--- src/etdm_consts.svh ---
// constants of the transmit descriptor manager: offsets, bits, counts
// assumes one include per compile unit; guarded anyway
`ifndef ETDM_CONSTS_SVH
`define ETDM_CONSTS_SVH
// register byte offsets (haddr[7:0])
`define ETDM_OFS_NCR     8'h00
`define ETDM_OFS_CFG     8'h04
`define ETDM_OFS_TSR     8'h08
`define ETDM_OFS_TQP     8'h0C
// control, config and status bits
`define ETDM_NCR_TXEN    3
`define ETDM_NCR_START   9
`define ETDM_NCR_HALT    10
`define ETDM_CFG_PAUSE   13
`define ETDM_TSR_GO      3
// descriptor word 1 fields
`define ETDM_D_USED      31
`define ETDM_D_WRAP      30
`define ETDM_D_RLE       29
`define ETDM_D_UND       28
`define ETDM_D_EXH       27
`define ETDM_D_NOCRC     16
`define ETDM_D_LAST      15
`define ETDM_D_LEN_MSB   10
`define ETDM_CTRL_OFS    32'h0000_0004
// reset values
`define ETDM_RST_WORD    32'h0000_0000
// ring and frame sizes
`define ETDM_RING_LAST   10'h3FF
`define ETDM_MIN_FRAME   18'h00040
`define ETDM_CRC_BYTES   18'h00004
`define ETDM_WORD_BYTES  11'h004
`endif

--- src/etdm_pkg.sv ---
// types and shared helpers of the transmit descriptor manager
// assumes nothing beyond a SystemVerilog compiler
package etdm_pkg;
  typedef enum logic [2:0] {
    ST_IDLE = 3'h0,
    ST_ADDR = 3'h1,
    ST_CTRL = 3'h2,
    ST_DATA = 3'h3,
    ST_PAD  = 3'h4,
    ST_WAIT = 3'h5,
    ST_WB   = 3'h6
  } etdm_state_t;

  // two words per descriptor
  function automatic logic [31:0] desc_addr(input logic [31:0] base,
                                            input logic [9:0]  idx);
    return base + {19'h00000, idx, 3'h0};
  endfunction
endpackage

--- src/etdm_regs_if.sv ---
// carrier between the bus slave and the descriptor engine
// assumes both ends run on the same clk
`timescale 1ns/10ps
`default_nettype none
interface etdm_regs_if;
  logic        tx_en;
  logic        pause_en;
  logic        start_p;
  logic        halt_p;
  logic        qp_wr_p;
  logic [31:0] qp_base;
  logic        go;
  logic [2:0]  err_bits;
  logic [31:0] cur_ptr;
  modport slv  (output tx_en, pause_en, start_p, halt_p, qp_wr_p, qp_base,
                input go, err_bits, cur_ptr);
  modport core (input tx_en, pause_en, start_p, halt_p, qp_wr_p, qp_base,
                output go, err_bits, cur_ptr);
endinterface
`default_nettype wire

--- src/etdm_ahb_regs.sv ---
// ahb-lite register slave of the transmit descriptor manager
// assumes single word transfers; zero wait states, always okay
`timescale 1ns/10ps
`default_nettype none
`include "etdm_consts.svh"
module etdm_ahb_regs (
  input  wire logic        clk,
  input  wire logic        sys_rst,
  input  wire logic        hsel,
  input  wire logic [31:0] haddr,
  input  wire logic [1:0]  htrans,
  input  wire logic        hwrite,
  input  wire logic [31:0] hwdata,
  input  wire logic        hready,
  output logic      [31:0] hrdata,
  output logic             hreadyout,
  output logic             hresp,
  etdm_regs_if.slv         r
);
  logic        wr_pend_reg;
  logic [7:0]  wa_reg;
  logic [31:0] hrdata_reg;
  logic        txen_reg, pause_reg, start_reg, halt_reg, qpw_reg;
  logic [31:0] qp_reg;

  ////////////////////////////////////////////////////////////////////
  wire       sel_ok = hsel & hready & htrans[1];
  wire [7:0] ra     = haddr[7:0];
  wire wr_ncr = wr_pend_reg && (wa_reg == `ETDM_OFS_NCR);
  wire wr_cfg = wr_pend_reg && (wa_reg == `ETDM_OFS_CFG);
  wire wr_tqp = wr_pend_reg && (wa_reg == `ETDM_OFS_TQP);
  wire [31:0] tsr_word = (32'(r.err_bits) << `ETDM_D_EXH) |
                         (32'(r.go) << `ETDM_TSR_GO);
  // unmapped addresses read zero
  wire [31:0] rd_word =
    (ra == `ETDM_OFS_NCR) ? (32'(txen_reg) << `ETDM_NCR_TXEN) :
    (ra == `ETDM_OFS_CFG) ? (32'(pause_reg) << `ETDM_CFG_PAUSE) :
    (ra == `ETDM_OFS_TSR) ? tsr_word :
    (ra == `ETDM_OFS_TQP) ? r.cur_ptr : `ETDM_RST_WORD;

  ////////////////////////////////////////////////////////////////////
  always_ff @(posedge clk) begin
    if (sys_rst) begin
      wr_pend_reg <= 1'b0;
      wa_reg      <= 8'h00;
      hrdata_reg  <= `ETDM_RST_WORD;
    end else begin
      wr_pend_reg <= sel_ok & hwrite;
      wa_reg      <= ra;
      if (sel_ok & ~hwrite) begin
        hrdata_reg <= rd_word;
      end
    end
  end

  // start, halt and pointer writes become one-cycle pulses
  always_ff @(posedge clk) begin
    if (sys_rst) begin
      txen_reg  <= 1'b0;
      pause_reg <= 1'b0;
      start_reg <= 1'b0;
      halt_reg  <= 1'b0;
      qpw_reg   <= 1'b0;
      qp_reg    <= `ETDM_RST_WORD;
    end else begin
      start_reg <= wr_ncr & hwdata[`ETDM_NCR_START];
      halt_reg  <= wr_ncr & hwdata[`ETDM_NCR_HALT];
      qpw_reg   <= wr_tqp;
      if (wr_ncr) txen_reg <= hwdata[`ETDM_NCR_TXEN];
      if (wr_cfg) pause_reg <= hwdata[`ETDM_CFG_PAUSE];
      if (wr_tqp) qp_reg <= hwdata;
    end
  end

  assign hrdata    = hrdata_reg;
  assign hreadyout = 1'b1;
  assign hresp     = 1'b0;
  assign r.tx_en    = txen_reg;
  assign r.pause_en = pause_reg;
  assign r.start_p  = start_reg;
  assign r.halt_p   = halt_reg;
  assign r.qp_wr_p  = qpw_reg;
  assign r.qp_base  = qp_reg;
endmodule // etdm_ahb_regs
`default_nettype wire

--- src/etdm_tx_desc.sv ---
// transmit descriptor manager: ring walker, buffer fetch, status write
// assumes word aligned buffers, a same-clock memory port and mac core
// Summary of operation
// buffers of 0 to 2047 bytes accepted
// software uses at most 128 buffers a frame
// descriptor is address word plus control word
// crc frames padded to 64 bytes minimum
// length 10:0, last 15, no crc 16
// send only unowned; set used on first buffer (the code sets it only when no error bits are written back)
// software clears used before buffer reuse
// status bits written to first control word
// underrun on bus error, late data, exhaustion
// wrap bit or 1024 entries returns to start
// software leaves pointer alone while active
// pointer write restarts ring, clears go
// transmit disable returns pointer to start
// start sets go; rewrite while active harmless
// go readable at status bit 3
// go cleared by disable, owned, write, halt, errors
// halt waits for current frame end
// collision restarts from frame's first buffer
// owned mid-frame: error output, bad fcs
// after error pointer returns to ring start
// owned at frame start keeps pointer
// pause with pause enable suspends transmission
//
// The implementer's own choices: the AHB-Lite interface to the registers and the register offsets.
`timescale 1ns/10ps
`default_nettype none
`include "etdm_consts.svh"
module etdm_tx_desc (
  input  wire logic        clk,
  input  wire logic        sys_rst,
  input  wire logic        hsel,
  input  wire logic [31:0] haddr,
  input  wire logic [1:0]  htrans,
  input  wire logic        hwrite,
  input  wire logic [2:0]  hsize,
  input  wire logic [31:0] hwdata,
  input  wire logic        hready,
  output logic      [31:0] hrdata,
  output logic             hreadyout,
  output logic             hresp,
  output logic             mem_req,
  output logic             mem_we,
  output logic      [31:0] mem_addr,
  output logic      [31:0] mem_wdata,
  input  wire logic        mem_ack,
  input  wire logic        mem_err,
  input  wire logic [31:0] mem_rdata,
  output logic             mac_valid,
  input  wire logic        mac_ready,
  output logic      [31:0] mac_data,
  output logic      [2:0]  mac_bytes,
  output logic             mac_last,
  output logic             mac_no_crc,
  output logic             mac_bad_fcs,
  input  wire logic        mac_done,
  input  wire logic        mac_collision,
  input  wire logic        mac_retry_limit,
  input  wire logic        mac_underrun,
  input  wire logic        mac_paused,
  output logic             transmit_error_output
);
  etdm_regs_if r ();
  etdm_pkg::etdm_state_t state_reg;
  logic        go_reg, halt_reg, coll_reg, terr_reg, bad_reg;
  logic [9:0]  idx_reg, first_reg;
  logic [31:0] buf_reg, ctrl_reg, st_reg;
  logic [10:0] len_reg;
  logic        last_reg, nocrc_reg, wrap_reg;
  logic [17:0] fb_reg;
  logic [2:0]  err_reg, lerr_reg;
  logic        req_reg, we_reg;
  logic [31:0] addr_reg, wdata_reg, data_reg;
  logic        val_reg, eof_reg, ncrc_reg;
  logic [2:0]  nb_reg;

  etdm_ahb_regs etdm_ahb_regs_inst (
    .clk       (clk),
    .sys_rst   (sys_rst),
    .hsel      (hsel),
    .haddr     (haddr),
    .htrans    (htrans),
    .hwrite    (hwrite),
    .hwdata    (hwdata),
    .hready    (hready),
    .hrdata    (hrdata),
    .hreadyout (hreadyout),
    .hresp     (hresp),
    .r         (r)
  );

  ////////////////////////////////////////////////////////////////////
  // decode and arithmetic
  wire        kill     = ~r.tx_en | r.qp_wr_p;
  wire [31:0] cur_desc = etdm_pkg::desc_addr(r.qp_base, idx_reg);
  wire [31:0] wb_addr  = etdm_pkg::desc_addr(r.qp_base, first_reg) +
                         `ETDM_CTRL_OFS;
  wire        is_first = (idx_reg == first_reg);
  wire        owned    = mem_rdata[`ETDM_D_USED];
  wire        rd_done  = req_reg & mem_ack;
  wire        mac_free = ~val_reg | mac_ready;
  wire        hold     = mac_paused & r.pause_en;
  // wrap bit or 1024th entry returns to ring start
  wire [9:0]  idx_nxt  = (wrap_reg || idx_reg == `ETDM_RING_LAST) ?
                         10'h000 : idx_reg + 10'h001;
  wire [10:0] take     = (len_reg >= `ETDM_WORD_BYTES) ?
                         `ETDM_WORD_BYTES : len_reg;
  wire [17:0] pad_goal = `ETDM_MIN_FRAME - `ETDM_CRC_BYTES;
  wire [17:0] pad_left = pad_goal - fb_reg;
  wire [2:0]  pad_take = (pad_left >= 18'(`ETDM_WORD_BYTES)) ?
                         3'(`ETDM_WORD_BYTES) : pad_left[2:0];
  wire        need_pad = ~nocrc_reg & (fb_reg < pad_goal);
  // retry limit and underrun status; exhaustion bit always zero
  wire [2:0]  err_mac  = {mac_retry_limit, mac_underrun, 1'b0};
  wire        mac_err  = mac_retry_limit | mac_underrun;
  wire        busy     = (state_reg != etdm_pkg::ST_IDLE);

  ////////////////////////////////////////////////////////////////////
  // descriptor walker; one process keeps the handshakes in step
  always_ff @(posedge clk) begin
    if (sys_rst) begin
      state_reg <= etdm_pkg::ST_IDLE;
      go_reg    <= 1'b0;
      halt_reg  <= 1'b0;
      coll_reg  <= 1'b0;
      terr_reg  <= 1'b0;
      bad_reg   <= 1'b0;
      idx_reg   <= 10'h000;
      first_reg <= 10'h000;
      buf_reg   <= `ETDM_RST_WORD;
      ctrl_reg  <= `ETDM_RST_WORD;
      len_reg   <= 11'h000;
      last_reg  <= 1'b0;
      nocrc_reg <= 1'b0;
      wrap_reg  <= 1'b0;
      fb_reg    <= 18'h00000;
      err_reg   <= 3'h0;
      lerr_reg  <= 3'h0;
      req_reg   <= 1'b0;
      we_reg    <= 1'b0;
      addr_reg  <= `ETDM_RST_WORD;
      wdata_reg <= `ETDM_RST_WORD;
      data_reg  <= `ETDM_RST_WORD;
      val_reg   <= 1'b0;
      eof_reg   <= 1'b0;
      ncrc_reg  <= 1'b0;
      nb_reg    <= 3'h0;
    end else if (kill) begin
      // an outstanding memory access is abandoned here
      state_reg <= etdm_pkg::ST_IDLE;
      go_reg    <= 1'b0;
      halt_reg  <= 1'b0;
      coll_reg  <= 1'b0;
      idx_reg   <= 10'h000; // see R12
      req_reg   <= 1'b0;
      val_reg   <= 1'b0;
      bad_reg   <= 1'b0;
    end else begin
      bad_reg <= 1'b0;
      if (val_reg && mac_ready) val_reg <= 1'b0;
      // go is set below the case, so a start beats a same-cycle clear
      if (r.start_p) begin
        halt_reg <= 1'b0;
        terr_reg <= 1'b0;
      end
      if (r.halt_p) halt_reg <= 1'b1;
      if (mac_collision && busy) coll_reg <= 1'b1;
      case (state_reg)
        etdm_pkg::ST_IDLE: begin
          coll_reg <= 1'b0;
          if (halt_reg) begin
            go_reg   <= 1'b0;
            halt_reg <= 1'b0;
          end else if (go_reg && !hold) begin
            first_reg <= idx_reg;
            fb_reg    <= 18'h00000;
            err_reg   <= 3'h0;
            state_reg <= etdm_pkg::ST_ADDR;
          end
        end
        etdm_pkg::ST_ADDR, etdm_pkg::ST_CTRL: begin
          if (!req_reg) begin
            req_reg  <= 1'b1;
            we_reg   <= 1'b0;
            addr_reg <= (state_reg == etdm_pkg::ST_ADDR) ?
                        cur_desc : cur_desc + `ETDM_CTRL_OFS;
          end else if (rd_done) begin
            req_reg <= 1'b0;
            if (mem_err) begin
              err_reg   <= 3'b010;
              terr_reg  <= 1'b1;
              bad_reg   <= ~is_first;
              state_reg <= etdm_pkg::ST_WB;
            end else if (state_reg == etdm_pkg::ST_ADDR) begin
              buf_reg   <= mem_rdata;
              state_reg <= etdm_pkg::ST_CTRL;
            end else if (owned && is_first) begin
              go_reg    <= 1'b0; // see R6
              state_reg <= etdm_pkg::ST_IDLE;
            end else if (owned) begin
              err_reg   <= 3'b011;
              terr_reg  <= 1'b1;
              bad_reg   <= 1'b1;
              state_reg <= etdm_pkg::ST_WB;
            end else begin
              if (is_first) ctrl_reg <= mem_rdata;
              len_reg   <= mem_rdata[`ETDM_D_LEN_MSB:0];
              last_reg  <= mem_rdata[`ETDM_D_LAST];
              nocrc_reg <= mem_rdata[`ETDM_D_NOCRC];
              wrap_reg  <= mem_rdata[`ETDM_D_WRAP];
              state_reg <= etdm_pkg::ST_DATA;
            end
          end
        end
        etdm_pkg::ST_DATA, etdm_pkg::ST_PAD, etdm_pkg::ST_WAIT: begin
          if (mac_err && state_reg == etdm_pkg::ST_WAIT) begin
            err_reg   <= err_mac;
            terr_reg  <= 1'b1;
            state_reg <= etdm_pkg::ST_WB;
          end else if (coll_reg && !req_reg) begin
            idx_reg   <= first_reg;
            val_reg   <= 1'b0;
            state_reg <= etdm_pkg::ST_IDLE;
          end else if (state_reg == etdm_pkg::ST_WAIT) begin
            if (mac_done) state_reg <= etdm_pkg::ST_WB;
          end else if (state_reg == etdm_pkg::ST_PAD) begin
            if (mac_free) begin
              val_reg  <= 1'b1;
              data_reg <= `ETDM_RST_WORD;
              eof_reg  <= (pad_left == 18'h00000);
              ncrc_reg <= 1'b0;
              nb_reg   <= (pad_left == 18'h00000) ? 3'h0 : pad_take;
              fb_reg   <= fb_reg + 18'(pad_take);
              if (pad_left == 18'h00000) state_reg <= etdm_pkg::ST_WAIT;
            end
          end else if (len_reg == 11'h000 && !req_reg) begin
            // step only on the cycle that leaves this buffer
            if (!last_reg || need_pad || mac_free) idx_reg <= idx_nxt;
            if (!last_reg) begin
              state_reg <= etdm_pkg::ST_ADDR;
            end else if (need_pad) begin
              state_reg <= etdm_pkg::ST_PAD;
            end else if (mac_free) begin
              val_reg   <= 1'b1; // closing beat carries no bytes
              eof_reg   <= 1'b1;
              ncrc_reg  <= nocrc_reg;
              nb_reg    <= 3'h0;
              state_reg <= etdm_pkg::ST_WAIT;
            end
          end else if (!req_reg && mac_free) begin
            req_reg  <= 1'b1;
            we_reg   <= 1'b0;
            addr_reg <= buf_reg;
          end else if (rd_done && mem_err) begin
            req_reg   <= 1'b0;
            err_reg   <= 3'b010;
            terr_reg  <= 1'b1;
            bad_reg   <= 1'b1;
            val_reg   <= 1'b0;
            state_reg <= etdm_pkg::ST_WB;
          end else if (rd_done) begin
            req_reg  <= 1'b0;
            val_reg  <= 1'b1;
            data_reg <= mem_rdata;
            eof_reg  <= 1'b0;
            ncrc_reg <= 1'b0;
            nb_reg   <= take[2:0];
            len_reg  <= len_reg - take;
            fb_reg   <= fb_reg + 18'(take);
            buf_reg  <= buf_reg + 32'(`ETDM_WORD_BYTES);
          end
        end
        etdm_pkg::ST_WB: begin
          if (!req_reg) begin
            req_reg   <= 1'b1;
            we_reg    <= 1'b1;
            addr_reg  <= wb_addr;
            wdata_reg <= ctrl_reg | (32'(err_reg) << `ETDM_D_EXH) |
                         (32'(err_reg == 3'h0) << `ETDM_D_USED);
          end else if (mem_ack) begin
            req_reg   <= 1'b0;
            we_reg    <= 1'b0;
            lerr_reg  <= err_reg;
            state_reg <= etdm_pkg::ST_IDLE;
            if (err_reg != 3'h0) begin
              idx_reg <= 10'h000;
              go_reg  <= 1'b0;
            end
          end
        end
        default: state_reg <= etdm_pkg::ST_IDLE;
      endcase
      if (r.start_p) go_reg <= 1'b1;
    end
  end

  ////////////////////////////////////////////////////////////////////
  assign r.go       = go_reg;
  assign r.err_bits = lerr_reg;
  assign r.cur_ptr  = cur_desc;
  assign mem_req    = req_reg;
  assign mem_we     = we_reg;
  assign mem_addr   = addr_reg;
  assign mem_wdata  = wdata_reg;
  assign mac_valid  = val_reg;
  assign mac_data   = data_reg;
  assign mac_bytes  = nb_reg;
  assign mac_last   = eof_reg;
  assign mac_no_crc = ncrc_reg;
  assign mac_bad_fcs = bad_reg;
  assign transmit_error_output = terr_reg;
endmodule // etdm_tx_desc
`default_nettype wire

--- config.mk ---
export PLATFORM = sky130hd
export DESIGN_NAME = etdm_tx_desc
export DESIGN_NICKNAME = d
export VERILOG_FILES = /design/src/etdm_pkg.sv /design/src/etdm_regs_if.sv /design/src/etdm_ahb_regs.sv /design/src/etdm_tx_desc.sv
export VERILOG_INCLUDE_DIRS = /design/src
export SDC_FILE = /design/constraint.sdc
export NUM_CORES = 1
export LEC_CHECK = 0
export BUFFER_PORTS_ARGS = -buffer_cell sky130_fd_sc_hd__buf_2
export CORE_MARGIN = 2
export CORE_UTILIZATION = 52
export DETAILED_ROUTE_END_ITERATION = 16
export GPL_ROUTABILITY_DRIVEN = 0
export GPL_TIMING_DRIVEN = 1
export PLACE_DENSITY = 0.77
export SLEW_MARGIN = 20
export SYNTH_ARGS = -nofsm -noshare
export SYNTH_HDL_FRONTEND = slang
export SYNTH_SLANG_ARGS = --single-unit
--- constraint.sdc ---
create_clock -name clk -period 4.3 [get_ports clk]
set_clock_uncertainty 0.15 [all_clocks]
set_input_delay 0.86 -clock clk [delete_from_list [all_inputs] [get_ports clk]]
set_output_delay 0.86 -clock clk [all_outputs]
set_load 0.02 [all_outputs]
-- After elaboration in Yosys (flattened, before gate mapping)
Index checks and enable logic that the tools add are counted.
- $add $sub $neg: 10
- multiply operators: 0
- divide/modulo/power cells: 0
- order comparisons: 3
- eq/ne operators: 80
- shift operators: 0
- muxes and demuxes: 217
- bitwise gates (word level): 30
- reductions and logical operators: 55
- operators with widths (operator ; count):
    two-way mux 32 bit ; 31
    two-way mux 18 bit ; 11
    two-way mux 11 bit ; 15
    two-way mux 3 bit ; 49
    two-way mux 10 bit ; 10
    adder 32 x 3 -> 32 bit (second input constant) ; 3
    one-hot mux 32 bit (3 select lines) ; 1
    two-way mux 1 bit ; 89
    inequality test 3 bit (second input constant) ; 24
    adder 32 x 13 -> 32 bit ; 2
    one-hot mux 32 bit (2 select lines) ; 1
    inequality test 2 bit (second input constant) ; 27
    AND reduction 10 bit ; 4
    one-hot mux 18 bit (2 select lines) ; 1
    AND reduction 12 bit ; 3
    OR 31 x 32 -> 32 bit ; 1
    OR 31 x 30 -> 31 bit ; 1
    OR 30 x 4 -> 30 bit ; 1
    inequality test 3 x 2 -> 1 bit (second input constant) ; 9
    == test 8 x 4 -> 1 bit (second input constant) ; 3
    one-hot mux 11 bit (2 select lines) ; 1
    one-hot mux 10 bit (2 select lines) ; 1
    adder 18 x 11 -> 18 bit ; 1
    adder 18 x 3 -> 18 bit ; 1
    44 further kinds ; 105
- bits in registers: 311
- bits in latches: 0
- bits in writable memories: 0
- ROM bits: 0
- input bits: 114
- output and inout bits: 140
- memories kept: 0

-- Longest topological paths before layout
- word-level depth: 12
- depth in mapped cells: 21
- mapped depth without buffers: 21

-- By module
Synthesis repeated with hierarchy kept, for this count alone.
- cells, all modules: 2116
- area, all modules: 16828.6 um^2
- by module, submodules not included (module ; instances ; cells each ; area an instance (um^2) ; sequential area each (um^2)):
    etdm_tx_desc ; 1 ; 1823 ; 13879.6 ; 4664.5
    etdm_ahb_regs ; 1 ; 293 ; 2949.1 ; 1561.5

-- Worst setup path before layout
Ideal clock, no wire load.
- kind: reg2reg
- start point: register fb_reg[6]
- end point: register fb_reg[17]
- setup time: 0.118 ns
- arrival: 4.193 ns
- data required time: 4.032 ns
- path slack: -0.161 ns
- cell stages (with the launch flop): 19
- buffers on the path: 0
- period minus slack after synthesis: 4.461 ns
- cell sequence: dfxtp_1 > nor4_1 > and2_1 > o311ai_0 > mux2_2 > or4_1 > or2_2 > a21oi_1 > a22o_1 > ha_1 > a21o_1 > a21oi_1 > o21bai_1 > a31oi_1 > o21ai_0 > o41a_1 > nand3_1 > xor2_1 > nor2_1
- longest elaborated chain between the ends: 10
- elaborated cells on any way between the ends: 15
- classes of those cells: add/sub: 3; order compare: 1; mux: 11
- ends and longest elaborated chain (element ; RTL line ; RTL):
    start, declared ; etdm_tx_desc.sv:72 ; logic [17:0] fb_reg;
    start signal, assigned ; etdm_tx_desc.sv:235 ; fb_reg <= fb_reg + 18'(pad_take);
    start signal, assigned ; etdm_tx_desc.sv:271 ; fb_reg <= fb_reg + 18'(take);
    subtractor 6 x 18 -> 18 bit / adder 18 x 11 -> 18 bit (equally long branches) ; etdm_tx_desc.sv:111, etdm_tx_desc.sv:271 ;
    >= comparator 18 x 3 -> 1 bit / two-way mux 18 bit (equally long branches) ; etdm_tx_desc.sv:112, etdm_tx_desc.sv:263 ;
    two-way mux 3 bit / two-way mux 18 bit (equally long branches) ; etdm_tx_desc.sv:112, etdm_tx_desc.sv:256 ;
    adder 18 x 3 -> 18 bit / two-way mux 18 bit (equally long branches) ; etdm_tx_desc.sv:235, etdm_tx_desc.sv:252 ;
    two-way mux 18 bit, on equally long branches ; etdm_tx_desc.sv:229, etdm_tx_desc.sv:238 ;
    two-way mux 18 bit * ; etdm_tx_desc.sv:228 ; end else if (state_reg == etdm_pkg::ST_PAD) begin
    two-way mux 18 bit * ; etdm_tx_desc.sv:226 ; end else if (state_reg == etdm_pkg::ST_WAIT) begin
    two-way mux 18 bit * ; etdm_tx_desc.sv:222 ; end else if (coll_reg && !req_reg) begin
    two-way mux 18 bit * ; etdm_tx_desc.sv:218 ; if (mac_err && state_reg == etdm_pkg::ST_WAIT) begin
    one-hot mux 18 bit (2 select lines) * ; etdm_tx_desc.sv:170 ; case (state_reg)
Every way passes the cells marked *; elsewhere a longest branch is shown, timed or not. The select of a mux whose other input is x is not followed.
A chain may end at the register's enable or synchronous reset.

-- Final worst setup path
- start point: register fb_reg[9]
- end point: register fb_reg[17]
The elaborated chain is that of the path after synthesis.

==> results by group <==
Run status
  • Status: complete, but fails checks
  • Failing checks: setup timing

Global route
  • Pin count of the biggest net entering global routing: 92
  • Initial antenna violation count: 0
  • GRT Total Usage: 30.1%
  • Global-route wire length before repair: just over 80000 µm
  • Grt total ovfl: 0
  • Number of global-route vias before repair: 15592

Yosys
  • Synth warnings: 0
  • Syn avg cell area: approximately 7.8 µm²
  • Seq cells post-synth: 311
  • Synth async-reset ratio: 0%
  • Area leader, netlist: dfxtp_1
  • Sequential fraction of the synthesis area: a little under two fifths
  • Top cells by area, synth: dfxtp_1 37%, nand2_1 6.8%, a21oi_1 6.8%, nor2_1 5.4%, mux2i_1 3.5%
  • Most common cell in the netlist: dfxtp_1
  • Synth top area share: a little under two fifths
  • Synth Cell Area: approximately 17000 µm²
  • Mapped Cells: about 2200
  • Post-synth EDFFs: 0
  • Post-synth top cells: 311 x dfxtp_1, 306 x nand2_1, 243 x nor2_1
  • Post-synth cell types: between 80 and 90
  • Post-synth top flop: dfxtp_1

Clock tree
  • Root buf cell: clkbuf_16
  • Clk_lat worst skew: around 0.52 ns
  • Num CTS Buffers: 35
  • Reg clk slew, reported paths: ~0.060 ns
  • Max clock buf depth: 3
  • CTS tree: done
  • Clk sink count: 311
  • CTS H-tree depth: 2
  • Hold-fix buffers, CTS: 0

Die
  • Die ar.: ~34000 µm²
  • IO Count: 254
  • Die Y: 184 µm
  • # rows: between 60 and 70
  • Initial Utilization: between 50% and 60%
  • Die width: ~180 µm
  • Core box area: 31700 µm²

Routing
  • DR vias/cell: ~6.1
  • ANT nets after route: 0
  • DRC: 0
  • Pre-Repair DR Iteration Count: 6
  • Wirelength per Cell: around 19 µm
  • Via count: between 15000 and 20000
  • DRT iter0 DRCs: about 1700
  • Final WL: ~52000 µm

Timing
  • Period minus WS final: roughly 4.5 ns
  • RSZ-0062 raised after global routing: true
  • Tcrit/Tclk final: 104%
  • Final setup violating endpoints: 10
  • Final slew viol count: 0
  • Rel. slew slack: a little under two fifths
  • Worst Tran Pin Value: about 0.93 ns
  • Max Freq: ~220 MHz
  • Hold Fails Final Rpt: 0
  • Final Worst Setup Slack: -0.154 ns

Worst setup path
  • WP buf/inv: 1
  • Crit start category: flop
  • Critical path's slowest cell: or4_4
  • Worst R2R End: fb_reg[17]$_SDFFE_PP0P_
  • Crit Path Category: reg2reg
  • Critical path startpoint: fb_reg[9]$_SDFFE_PP0P_
  • Worst R2R Path Depth: 19
  • Worst path required time: 4.55 ns
  • CP endpoint: fb_reg[17]$_SDFFE_PP0P_
  • Slowest stage delay, CP: between 0.5 and 0.6 ns
  • Crit Path Max Fanout: 4
  • Cell count along the critical path: 19
  • Setup crit end kind: flop
  • Flop-to-flop setup slack: -0.15 ns
  • Crit path max-delay family: compound AO/OA/AOI/OAI gates
  • CP Cell Sequence: nor4_4, buf_4, o2111ai_1, mux2i_1, a32oi_1, or4_4, or2_4, a21oi_4, a22o_1, ha_1, a21o_1, a21oi_2, o21bai_2, a31oi_4, o21ai_2, o41a_1, nand3_2, xor2_1, nor2_1
  • CP Data Arrival Time: roughly 4.7 ns
  • Worst reg2reg startpoint: fb_reg[9]$_SDFFE_PP0P_

Cells and area
  • Ant. Diodes: 0
  • Area added between synthesis and finish: 18.6%
  • Layout cells sized above 1: 18.9%
  • Fin nets: ~2500
  • Final cell count without fillers: ~2800

Flow run
  • Max-cap viol count: 0

Pwr
  • Pwr Total: approximately 6.2 mW
  • PwrDens: around 310 nW/µm²
  • VDD IR max: roughly 0.26 mV
  • Leakage power: a little under 8 nW

Placement
  • Setup slack after placement: -0.410 ns
  • Dpl hpwl: ~37000 µm
  • PortBufs: 223
  • Post-Place Cells: between 2000 and 3000

Min path
  • Hold Path Cell Cnt: 2
  • Min-Delay Path Class: reg2reg
==> cell families (layout without fill, tap and decap cells) <==
family / after synthesis / after routing / synth area share [%]
AND/OR/NAND/NOR: 887 / 887 / 24.5
AO/OA/AOI/OAI: 582 / 582 / 22.0
flip-flops: 311 / 311 / 37.0
buffers and inverters: 177 / 399 / 4.47
XOR/XNOR: 100 / 100 / 5.21
multiplexers: 61 / 61 / 3.65
adder cells (fa/ha/maj): 40 / 40 / 3.09
other: 2 / 11 / 0.0446
==> metal layers <==
layer  part of all wire (%)  up-vias  global-route usage [%]
met5                      0        -                       0
met3                    9.9      153                    4.32
met4                    3.3        0                    10.6
met2                     44      930                    46.9
met1                     43     7961                    42.6
li1                       -     8117                       -
==> where the power goes <==
| group | switching, mW | internal (mW) |
|---|---|---|
| combinational | 0.121 | 0.0536 |
| clock | 1.23 | 1.90 |
| sequential | 0.00262 | 2.89 |
==> repair_timing <==
action	in CTS	in global routing
pin swaps	23	28
gates resized for setup	39	15
setup endpoints to repair	10	15
setup buffers	15	4
==> tightest hold or removal path: stages (launching register included) <==
cell and delay [ns]:
dfxtp_1 0.30, nand2_1 0.05, a21oi_1 0.05
==> worst min path at each step <==
stage	startpoint	slack, ns	end
after floorplan	ctrl_reg[0]$_SDFFE_PP0P_	0.28	mem_wdata[0]$_SDFFE_PP0P_
after global placement	mac_data[13]$_SDFFE_PP0P_	0.28	mac_data[13]$_SDFFE_PP0P_
after detailed placement	mac_data[29]$_SDFFE_PP0P_	0.29	mac_data[29]$_SDFFE_PP0P_
after CTS	mac_data[10]$_SDFFE_PP0P_	0.30	mac_data[10]$_SDFFE_PP0P_
after global routing	mac_data[16]$_SDFFE_PP0P_	0.31	mac_data[16]$_SDFFE_PP0P_
final	mac_data[13]$_SDFFE_PP0P_	0.30	mac_data[13]$_SDFFE_PP0P_
==> cell usage in the layout, fill, tap and decap left out, drive strengths merged, types with 11 or more instances in the layout <==
master  Yosys  final
a211oi     30     30
a21o       18     18
a21oi     231    231
a221oi     28     28
a22oi      59     59
a31oi      13     13
and2       13     13
and3       32     32
buf        25    308
clkbuf    124     48
conb        2     11
dfxtp     311    311
ha         36     36
inv        28     28
mux2i      58     58
nand2     306    306
nand3      91     91
nand4      27     27
nor2      243    243
nor2b      23     23
nor3       50     50
nor4       17     17
o21ai     100    100
o31ai      15     15
or3        25     25
xnor2      59     59
xor2       41     41
==> cell type report <==
cell class,count,area (µm²)
Fill cell,2740,11800
Multi-Input combinational cell,1681,10100
Sequential cell,311,6230
Timing Repair Buffer,309,1810
Clock buffer,47,1010
Tap cell,402,503
Clock inverter,15,185
Inverter,28,105
==> metrics by stage <==
| stage | setup TNS (ns) | utilization (%) | hold slack (ns) | instance area (µm²) |
|---|---|---|---|---|
| 3_3_place_gp | -1.59 | 58.0 | 0.284 | 18400 |
| 6_report | -1.06 | 62.9 | 0.297 | 19900 |
| 3_5_place_dp | -2.83 | 58.0 | 0.291 | 18400 |
| 5_1_grt | -3.18 | 62.9 | 0.312 | 19900 |
| 2_1_floorplan | 0 | - | 0.281 | 16900 |
| 4_1_cts | -0.0935 | 62.5 | 0.299 | 19800 |
(Power assumes the default switching activity.)
